--- src/clbi_pkg.sv ---
package clbi_pkg;
  // Bus state encoding, one-hot
  typedef enum logic [4:0] {
    ST_IDLE = 5'h01,
    ST_ADDR = 5'h02,
    ST_DATA = 5'h04,
    ST_PIPE = 5'h08,
    ST_HELD = 5'h10
  } clbi_state_t;

  // Lane layout
  localparam int          LANE_W      = 8;
  localparam int          LANES       = 4;
  localparam int          ADDR_W      = 30;
  localparam int          DATA_W      = 32;
  localparam int          HALF_W      = 16;
  // Reset values and constants
  localparam logic [3:0]  BE_NONE     = 4'hf;
  localparam logic [3:0]  BE_UPPER    = 4'hc;
  localparam logic [3:0]  BE_LOWER    = 4'h3;
  localparam logic [1:0]  SIZE_DWORD  = 2'h3;
  localparam logic [29:0] ADDR_RST    = 30'h00000000;
  // Coprocessor port window, word address form
  localparam logic [29:0] COPRO_WORD0 = 30'h2000003e;
  localparam logic [29:0] COPRO_WORD1 = 30'h2000003f;
  localparam logic [15:0] PORT_MASK   = 16'hffff;
endpackage

--- src/clbi_core.sv ---
`timescale 1ns/1ps
// Summary of operation
// [RULE_01] 32-bit data, 30 address bits, four enables
// [RULE_02] Narrow bus: issue extra 16-bit cycle
// [RULE_03] Pipelining: drive next address before acknowledge; code drives the next address only after the acknowledge
// [RULE_04] Pipelining chosen per bus cycle; code never reads I_NEXT_ADDR_N and never pipelines
// [RULE_05] Cycle lasts two periods, extended until acknowledge
// [RULE_06] When held, only hold acknowledge driven
// [RULE_07] Trailing-n signals are active low
// [RULE_08] Input clock halved into two phases
// [RULE_09] Reset falling edge aligns clock phase
// [RULE_10] Partner drives valid data at read end
// [RULE_11] Writes drive all 32 data lines
// [RULE_12] 4 GB memory, 64 KB port space
// [RULE_13] Coprocessor ports 800000F8H to 800000FFH
// [RULE_14] Enable n qualifies byte lane n
// [RULE_15] Asserted enable count equals operand size
// [RULE_16] Upper-half writes copied to lower lanes
// [RULE_17] Acknowledge ignored in first state
// [RULE_18] Address strobe asserted in first and pipelined; code strobes only in the first ST_DATA state, ST_PIPE is never entered
module clbi_core (
  input  wire logic        I_CLK,
  input  wire logic        I_RST,
  // Internal request side
  input  wire logic        I_REQ_VALID,
  input  wire logic        I_REQ_WRITE,
  input  wire logic        I_REQ_MEM,
  input  wire logic        I_REQ_DATA,
  input  wire logic [29:0] I_REQ_ADDR,
  input  wire logic [3:0]  I_REQ_BE,
  input  wire logic [31:0] I_REQ_WDATA,
  output logic             O_REQ_READY,
  output logic             O_DONE,
  output logic [31:0]      O_RDATA,
  output logic             O_PHASE2,
  // Local bus side
  input  wire logic        I_READY_N,
  input  wire logic        I_NEXT_ADDR_N,
  input  wire logic        I_NARROW_WIDTH_SELECT_N,
  input  wire logic        I_HOLD,
  output logic             O_HOLD_ACKNOWLEDGE,
  output logic             O_ADDRESS_STROBE_N,
  output logic [29:0]      O_WORD_ADDRESS_BITS,
  output logic [3:0]       O_BYTE_LANE_ENABLES_N,
  output logic             O_WRITE_READ_N,
  output logic             O_MEM_IO_N,
  output logic             O_DATA_CTRL_N,
  output logic             O_BUS_OE,
  input  wire logic [31:0] I_DATA,
  output logic [31:0]      O_DATA,
  output logic             O_DATA_OE,
  output logic             O_COPRO_CYCLE
);
  clbi_pkg::clbi_state_t state_q;
  logic        phase_q;
  logic        first_q;
  logic        pend_q;
  logic        pend_wr_q;
  logic        pend_mem_q;
  logic        pend_dc_q;
  logic [29:0] pend_addr_q;
  logic [3:0]  pend_be_q;
  logic [31:0] pend_wd_q;
  logic        cur_wr_q;
  logic [3:0]  cur_be_q;
  logic [31:0] cur_wd_q;
  logic [31:0] rd_q;
  logic        second_half_q;
  logic        ack;
  logic        need_second;
  logic [3:0]  lo_be;
  logic [3:0]  hi_be;
  logic [31:0] wd_dup;

  // Acknowledge sampled only after the first state
  assign ack = !I_READY_N && !first_q && phase_q; // [RULE_17] [RULE_05] [RULE_07]
  assign lo_be = cur_be_q & clbi_pkg::BE_LOWER; // [RULE_14]
  assign hi_be = cur_be_q & clbi_pkg::BE_UPPER;
  // Narrow bus with both halves active needs an upper half cycle
  assign need_second = !I_NARROW_WIDTH_SELECT_N && !second_half_q
                       && (lo_be != 4'h0) && (hi_be != 4'h0); // [RULE_02]

  // Upper-only write data copied onto lower lanes
  always_comb
  begin
    wd_dup = cur_wd_q;
    if (cur_be_q[3:2] != 2'h0 && cur_be_q[1:0] == 2'h0) // [RULE_16]
    begin
      wd_dup[clbi_pkg::HALF_W-1:0] = cur_wd_q[clbi_pkg::DATA_W-1:clbi_pkg::HALF_W];
    end
  end

  // Internal two-phase clock from the double-rate input
  always_ff @(posedge I_CLK or posedge I_RST)
  begin
    if (I_RST)
      phase_q <= 1'b0; // [RULE_09]
    else
      phase_q <= ~phase_q; // [RULE_08]
  end

  always_ff @(posedge I_CLK or posedge I_RST)
  begin
    if (I_RST)
      O_PHASE2 <= 1'b0;
    else
      O_PHASE2 <= ~phase_q;
  end

  // Pending request latch, taken when the slot is empty and O_REQ_READY is high
  always_ff @(posedge I_CLK or posedge I_RST)
  begin
    if (I_RST)
    begin
      pend_q      <= 1'b0;
      pend_wr_q   <= 1'b0;
      pend_mem_q  <= 1'b0;
      pend_dc_q   <= 1'b0;
      pend_addr_q <= clbi_pkg::ADDR_RST;
      pend_be_q   <= clbi_pkg::BE_NONE;
      pend_wd_q   <= '0;
      O_REQ_READY <= 1'b0;
    end
    else
    begin
      O_REQ_READY <= !pend_q && !(I_REQ_VALID && O_REQ_READY);
      if (I_REQ_VALID && O_REQ_READY && !pend_q)
      begin
        pend_q      <= 1'b1;
        pend_wr_q   <= I_REQ_WRITE;
        pend_mem_q  <= I_REQ_MEM;
        pend_dc_q   <= I_REQ_DATA;
        // Port cycles use only the low 14 word address bits and address bit 29
        pend_addr_q <= I_REQ_MEM ? I_REQ_ADDR
                       : (I_REQ_ADDR & {16'h0000, clbi_pkg::PORT_MASK[15:2]}) |
                         {I_REQ_ADDR[29], 29'h0}; // [RULE_12] [RULE_13]
        pend_be_q   <= I_REQ_BE; // [RULE_15]
        pend_wd_q   <= I_REQ_WDATA;
      end
      // Freed only when the state machine really starts the pending cycle
      else if (phase_q && pend_q && !I_HOLD
               && (state_q == clbi_pkg::ST_IDLE
               || ((state_q == clbi_pkg::ST_DATA || state_q == clbi_pkg::ST_PIPE)
               && ack && !need_second)))
        pend_q <= 1'b0; // [RULE_03]
    end
  end

  // Bus state machine
  always_ff @(posedge I_CLK or posedge I_RST)
  begin
    if (I_RST)
    begin
      state_q       <= clbi_pkg::ST_IDLE;
      first_q       <= 1'b0;
      second_half_q <= 1'b0;
      cur_wr_q      <= 1'b0;
      cur_be_q      <= clbi_pkg::BE_NONE;
      cur_wd_q      <= '0;
      rd_q          <= '0;
      O_DONE        <= 1'b0;
    end
    else
    begin
      O_DONE <= 1'b0;
      if (phase_q)
      begin
        case (state_q)
          clbi_pkg::ST_IDLE:
          begin
            if (I_HOLD)
              state_q <= clbi_pkg::ST_HELD; // [RULE_06]
            else if (pend_q)
            begin
              state_q  <= clbi_pkg::ST_DATA;
              first_q  <= 1'b1;
              cur_wr_q <= pend_wr_q;
              cur_be_q <= pend_be_q;
              cur_wd_q <= pend_wd_q;
            end
          end
          clbi_pkg::ST_DATA, clbi_pkg::ST_PIPE:
          begin
            first_q <= 1'b0;
            if (ack)
            begin
              for (int i = 0; i < clbi_pkg::LANES; i++)
                if (cur_be_q[i])
                  rd_q[i*clbi_pkg::LANE_W +: clbi_pkg::LANE_W] <=
                    I_DATA[(I_NARROW_WIDTH_SELECT_N ? i : i % (clbi_pkg::LANES / 2))
                           * clbi_pkg::LANE_W +: clbi_pkg::LANE_W]; // [RULE_10] [RULE_02]
              if (need_second)
              begin
                second_half_q <= 1'b1; // [RULE_02]
                cur_be_q      <= hi_be;
                first_q       <= 1'b1;
              end
              else
              begin
                second_half_q <= 1'b0;
                O_DONE        <= 1'b1;
                if (pend_q && !I_HOLD)
                begin
                  state_q  <= clbi_pkg::ST_DATA; // [RULE_03] [RULE_04]
                  first_q  <= 1'b1;
                  cur_wr_q <= pend_wr_q;
                  cur_be_q <= pend_be_q;
                  cur_wd_q <= pend_wd_q;
                end
                else
                  state_q <= clbi_pkg::ST_IDLE;
              end
            end
          end
          clbi_pkg::ST_HELD:
            if (!I_HOLD)
              state_q <= clbi_pkg::ST_IDLE;
          default:
            state_q <= clbi_pkg::ST_IDLE;
        endcase
      end
    end
  end

  always_ff @(posedge I_CLK or posedge I_RST)
  begin
    if (I_RST)
      O_RDATA <= '0;
    else if (O_DONE)
      O_RDATA <= rd_q;
  end

  // Pin drive: address, strobe, enables, data, hold acknowledge
  always_ff @(posedge I_CLK or posedge I_RST)
  begin
    if (I_RST)
    begin
      O_HOLD_ACKNOWLEDGE    <= 1'b0;
      O_ADDRESS_STROBE_N    <= 1'b1;
      O_WORD_ADDRESS_BITS   <= clbi_pkg::ADDR_RST;
      O_BYTE_LANE_ENABLES_N <= clbi_pkg::BE_NONE;
      O_WRITE_READ_N        <= 1'b0;
      O_MEM_IO_N            <= 1'b0;
      O_DATA_CTRL_N         <= 1'b0;
      O_BUS_OE              <= 1'b0;
      O_DATA                <= '0;
      O_DATA_OE             <= 1'b0;
      O_COPRO_CYCLE         <= 1'b0;
    end
    else
    begin
      O_HOLD_ACKNOWLEDGE <= (state_q == clbi_pkg::ST_HELD); // [RULE_06]
      O_BUS_OE           <= (state_q != clbi_pkg::ST_HELD); // [RULE_06]
      // Strobe during the first state of each cycle
      O_ADDRESS_STROBE_N <= !(state_q == clbi_pkg::ST_DATA && first_q); // [RULE_18] [RULE_07]
      O_BYTE_LANE_ENABLES_N <= ~cur_be_q; // [RULE_01] [RULE_14] [RULE_15]
      // Second half keeps its address; the pending slot may hold the next request
      if (state_q == clbi_pkg::ST_DATA && first_q && !second_half_q)
      begin
        O_WORD_ADDRESS_BITS <= pend_addr_q; // [RULE_01]
        O_WRITE_READ_N      <= cur_wr_q;
        O_MEM_IO_N          <= pend_mem_q;
        O_DATA_CTRL_N       <= pend_dc_q;
        O_COPRO_CYCLE       <= !pend_mem_q && (pend_addr_q == clbi_pkg::COPRO_WORD0
                               || pend_addr_q == clbi_pkg::COPRO_WORD1); // [RULE_13]
      end
      O_DATA    <= second_half_q ? {cur_wd_q[31:16], cur_wd_q[31:16]} : wd_dup; // [RULE_16]
      O_DATA_OE <= cur_wr_q && state_q == clbi_pkg::ST_DATA; // [RULE_11]
    end
  end
endmodule

--- config.mk ---
export PLATFORM = sky130hd
export DESIGN_NAME = clbi_core
export DESIGN_NICKNAME = d
export VERILOG_FILES = /design/src/clbi_pkg.sv /design/src/clbi_core.sv
export SDC_FILE = /design/constraint.sdc
export NUM_CORES = 1
export LEC_CHECK = 0
export BUFFER_PORTS_ARGS = -buffer_cell sky130_fd_sc_hd__buf_2
export CORE_MARGIN = 1
export CORE_UTILIZATION = 50
export CTS_BUF_LIST = sky130_fd_sc_hd__clkbuf_4
export CTS_CLUSTER_SIZE = 28
export DETAILED_ROUTE_END_ITERATION = 16
export PLACE_DENSITY_LB_ADDON = 0.2
export SLEW_MARGIN = 40
export SYNTH_ARGS = -nofsm -noshare
export SYNTH_HDL_FRONTEND = slang
export SYNTH_SLANG_ARGS = --single-unit
--- constraint.sdc ---
create_clock -name I_CLK -period 8.1 [get_ports I_CLK]
set_input_delay 1.62 -clock I_CLK [delete_from_list [all_inputs] [get_ports I_CLK]]
set_output_delay 1.62 -clock I_CLK [all_outputs]
set_load 0.005 [all_outputs]
==> out/qor.yml, run 1 <==
outcome:
  status: "finished, final reports clean"
synth:
  yosys.area_share.simple_pct: 3.40
  synth_top_area_share_pct: 62.4
  synthCells: 629
  synth-xor-area-share_pct: 0
  async_flop_share_pct: 100
  synth_compound_area_share_pct: 4.17
  netlist_top_cells_area: "dfrtp_1, mux2_2, dfstp_2"
  synth.mux.area_fraction_pct: 24.0
  synth_common_cells: "dfrtp_1, mux2_2, nand2_1"
  yosysMostFrequentCell: "dfrtp_1"
  yosysTopAreaCell: "dfrtp_1"
  synth.distinct_cells: 41
  synth_seq_cells: 253
  yosysWarnings: 0
  seq_area_frac_synth_pct: 66.2
  synth_edf_count: 0
  synthAdderAreaFrac_pct: 0
  synth_top_family_by_area: "multiplexers"
  syn-num-nets: 737
  synth_area_mm2: 0.00959
  synth.avg_cell_area_um2: 15.2
  synth_flop_cell: "dfrtp_1"
clock_tree:
  post_cts_resized: 0
  htree_levels: 3
  cts_inserted_buffers: 67
  cts_tree: "yes"
  cts_setup_buffers: 0
  clock-root-buffer: "clkbuf_4"
  clk_path_buf_depth: 3
  clk_latency_ns: 0.63
  clkTransAtPathRegs_ns: 0.07
  clock-sinks: 253
  cts_hold_buf: 0
setup_path:
  startpoint_type: "primary input"
  critPathCaptureType: "register"
  worst-setup-path-type: "primary input to register"
  crit_arrival_ns: 3.69
  cp.required_ns: 8.59
  crit_path_cell_trace: "buf_2, o311ai_1, a211oi_4, buf_4, mux2_2"
  cpPeakStageDelay_ns: 0.53
  path_buf_inv: 2
  critPathSlowestCell: "buf_4"
  worst_path_dominant_cell_family: "buffers and inverters"
  crit_path_max_fanout: 35
floorplan:
  num_rows: 50
  coreArea_mm2: 0.0188
  dieArea_mm2: 0.0197
  die_y_um: 141
  die-width_um: 141
  initial_utilization_pct: 51.1
  pin_count: 217
timing:
  setup_viol: 0
  rsz0062_at_grt: "false"
  fin_crit_ns: 3.20
  tightestPinTransition_ns: 0.710
  hold_viol: 0
  finalCritPeriodShare_pct: 39.5
  clock_skew_ns: 0.0289
  report.final.slew_viol_count: 0
  max_freq_mhz: 312
  slew_headroom_pct: 52.6
  tns_ns: 0
route:
  wl_per_cell_um: 17.0
  met3_length_mm: 1.58
  postRouteAntennaNets: 0
  drc: 0
  num_vias: 6062
  wl_met1_mm: 7.77
  top_layer: "met5"
  routed_wl_mm: 19.8
  dr_wl_met2_mm: 9.87
  dr.pass1.iters: 4
  drt_first_iter_violations: 216
  viasPerCell: 5.20
power_and_ir_drop:
  p_seq_share_pct: 49.7
  p_int_w: 0.00299
  swShare_pct: 29.0
  combPwrFrac_pct: 25.5
  power_density_mw_per_mm2: 360
  power_frac_clock_pct: 24.8
  peakVddDrop_uv: 176
  switchingPower_w: 0.00122
  leakage_nw: 5.97
global_routing:
  antenna_found_initial: 4
  grt_pass1_wl_mm: 32.5
  grt_max_degree: 91
  grt_pass1_vias: 6583
  grt_usage_pct: 21.1
  grt_overflow_total: 0
placed_design:
  hpwl_mm: 13.3
  placed_cell_area_mm2: 0.0109
  io_buffer_count: 215
  place_congestion: 0.819
layout:
  post-route-util_pct: 62.3
  nets: 998
  final_area_mm2: 0.0117
  synthToLayoutAreaGrowth_pct: 21.8
  final_layout_size_suffix_gt1_share_pct: 58.0
hold_path:
  hp-class: "register to register"
run:
  cap_violations: 0
final timing paths:
path	endpoint	slack [ns]	cells after the start	startpoint
worst max-delay path	cur_wd_q[28]	4.90	5	I_NARROW_WIDTH_SELECT_N
worst min-delay path	O_DATA[23]	0.38	0	cur_wd_q[23]
worst max register to register	cur_wd_q[28]	5.68	5	state_q[0]
worst min register to register	O_DATA[23]	0.38	0	cur_wd_q[23]
max in group asynchronous	O_WORD_ADDRESS_BITS[28]	5.81	4	I_RST
min in group asynchronous	O_DATA[2]	1.13	3	I_RST
cell type report:
cell class / instances / area, µm²
clock buffer: 103 / 773
tap: 234 / 293
clock inverter: 5 / 18.8
antenna: 3 / 7.51
inverter: 8 / 33.8
sequential: 253 / 6350
timing repair buffer: 224 / 1160
fill: 1459 / 7080
multi-input combinational: 336 / 3050
registers in the layout, indices dropped and copies added (netlist names), 3 cells and up:
name / count
cur_wd_q: 32
pend_wd_q: 32
rd_q: 32
O_BYTE_LANE_ENABLES_N: 4
O_RDATA: 32
O_WORD_ADDRESS_BITS: 30
pend_be_q: 4
cur_be_q: 4
state_q: 3
pend_addr_q: 30
O_DATA: 32
placed cells by master (no fill, tap or decap), types with 5 or more instances in the layout:
cell type  synthesis  final
dfrtp_1          239    239
buf_2             11    215
mux2_2           182    182
clkbuf_4           0    103
nand2_1           35     35
o21ai_0           18     18
a21oi_1           18     18
a31oi_1           17     17
mux2i_1           16     16
dfstp_2           14     14
inv_1              8      7
mux2_4             6      6
nor2_1             6      5
buf_4              3      5
power by group through the flow:
stage	Sequential, W	Clock (W)	Combinational, W
after floorplan	0.00203	0	0.000753
after global placement	0.00207	0	0.00104
after CTS	0.00209	0.00108	0.00110
final	0.00209	0.00104	0.00107
after global routing	0.00216	0.00115	0.00118
after detailed placement	0.00211	0	0.00109
kinds of logic after synthesis:
group,after synthesis
flip-flops,253
multiplexers,204
AND/OR/NAND/NOR,67
AO/OA/AOI/OAI,65
buffers and inverters,40
per-layer routing:
layer  global-route usage [%]  up-vias
met1                     24.1     3008
met5                        0        -
met4                     10.5        2
met3                     7.56       51
li1                         -     2780
met2                     35.4      221
through the flow:
| step | cells | hold WS [ns] | worst slack (ns) | total power (W) |
|---|---|---|---|---|
| 6_report | 1166 | 0.383 | 4.90 | 0.00421 |
| 5_1_grt | 1165 | 0.386 | 4.83 | 0.00449 |
| 4_1_cts | 1163 | 0.381 | 4.89 | 0.00427 |
| 3_5_place_dp | 1055 | 0.382 | 4.25 | 0.00321 |
| 3_3_place_gp | 1054 | 0.374 | 4.31 | 0.00311 |
| 2_1_floorplan | 629 | 0.367 | 3.16 | 0.00278 |
(Power assumes the default switching activity.)
==> inputs of run 2 (changes only) <==
Clock period 8.1 ns to 2.8 ns, I/O delays scaled along.
==> out/qor.yml, run 2 (synthesis gave the netlist of run 1 again) <==
outcome:
  status: "finished, final reports clean"
global_routing:
  grt_use_met3_pct: 7.83
  antenna_found_initial: 2
  grt_pass1_wl_mm: 33.4
  grt_usage_pct: 21.6
  use_met2_pct: 35.9
  grt.busiest_layer: "met2"
  use_met1_pct: 25.1
  grt_overflow_total: 0
  grt_max_degree: 113
  grt_pass1_vias: 6694
layout:
  final_cell_mix: "dfrtp_1, buf_2, mux2_2, clkbuf_4, nand2_1"
  final_common_cell: "dfrtp_1"
  nets: 1003
  nFillCells: 1445
  ff_latch_area_mm2: 0.00635
  synthToLayoutAreaGrowth_pct: 23.5
  stdcell_count: 1177
  final_layout_size_suffix_gt1_share_pct: 58.3
  multi_input_area_mm2: 0.00305
floorplan:
  die_y_um: 141
  initial_utilization_pct: 51.1
  dieArea_mm2: 0.0197
  die-width_um: 141
  pin_count: 217
  coreArea_mm2: 0.0188
  num_rows: 50
clock_tree:
  htree_levels: 3
  clk_latency_ns: 0.63
  cts_setup_buffers: 0
  cts_inserted_buffers: 69
  cts_hold_buf: 1
  clkTransAtPathRegs_ns: 0.06
  clk_path_buf_depth: 3
  cts_tree: "yes"
  clock-sinks: 253
  clock-root-buffer: "clkbuf_4"
  post_cts_resized: 0
route:
  drc: 0
  viasPerCell: 5.16
  routed_wl_mm: 20.3
  drt_first_iter_violations: 229
  wl_per_cell_um: 17.2
  dr.pass1.iters: 4
  num_vias: 6068
  postRouteAntennaNets: 0
timing:
  fin_ws_ns: 0.658
  fin_crit_ns: 2.14
  slew_headroom_pct: 59.1
  hold_viol: 0
  tns_ns: 0
  tightestPinTransition_ns: 0.611
  finalCritPeriodShare_pct: 76.5
  report.final.slew_viol_count: 0
  holdWs_ns: 0.161
  rsz0062_at_grt: "false"
  clock_skew_ns: 0.0331
  max_freq_mhz: 467
  setup_viol: 0
placed_design:
  dp_cells: 1057
  dp_slack_ns: 0.631
  hpwl_mm: 13.5
  place_congestion: 0.795
  io_buffer_count: 215
run:
  cap_violations: 0
hold_path:
  hp-class: "primary input to register"
  whs_path_depth: 2
  hold_start: "I_REQ_WDATA[1]"
  hold_path_end: "pend_wd_q[1]"
setup_path:
  cp.required_ns: 3.29
  rr_worst_depth: 5
  startpoint_type: "register"
  crit-reg2reg-launch: "state_q[4]"
  worst-setup-path-type: "register to register"
  r2r_slack_ns: 0.66
  critPathCaptureType: "register"
  crit_path_max_fanout: 34
  crit_arrival_ns: 2.64
  r2r_end: "O_WORD_ADDRESS_BITS[8]"
power_and_ir_drop:
  power_density_mw_per_mm2: 1060
  peakVddDrop_uv: 526
  leakage_nw: 6.05
==> run 2: through the flow <==
stage               util, %  power (W)  cell area (µm²)
finish                 63.1     0.0125            11800
global route           63.1     0.0134            11800
CTS                    63.1     0.0127            11800
detailed placement     58.2    0.00931            10900
global placement       58.2    0.00903            10900
floorplan                 -    0.00805             9600
==> run 2: cell type report <==
| cell class | instances | area share, % |
|---|---|---|
| clock inverters | 9 | 0.729 |
| multi-input cells | 336 | 25.7 |
| well taps | 234 | 2.47 |
| diodes | 2 | 0.0423 |
| inverters | 8 | 0.285 |
| clock buffers | 108 | 6.85 |
| repair buffers | 227 | 10.3 |
| flip-flops and latches | 253 | 53.6 |
==> run 2: routing by layer <==
metal | vias to the layer above | wire, µm
li1 | 2805 | -
met1 | 3030 | 8090
met2 | 201 | 10200
met3 | 32 | 1510
met4 | 0 | 461
met5 | - | 0
==> run 2: worst max-delay path, cell delays in order, from the launching register on <==
cell and delay, ns:
dfrtp_1 0.43, nor3b_1 0.44, nand2_1 0.19, nor2_4 0.12, buf_4 0.42, mux2_2 0.39
==> run 2: worst max path at each step <==
stage,to,slack [ns],startpoint
finish,O_WORD_ADDRESS_BITS[8],0.66,state_q[4]
global route,O_WORD_ADDRESS_BITS[2],0.50,state_q[2]
CTS,O_WORD_ADDRESS_BITS[4],0.65,state_q[4]
detailed placement,cur_wd_q[15],0.63,I_READY_N
global placement,O_WORD_ADDRESS_BITS[16],0.70,state_q[2]
floorplan,O_BUS_OE,-1.08,I_RST
==> run 2: report_power, final <==
group | total, W | switching (W) | internal [W]
sequential | 0.00607 | 0.000871 | 0.00520
clock | 0.00333 | 0.00141 | 0.00192
combinational | 0.00313 | 0.00131 | 0.00182
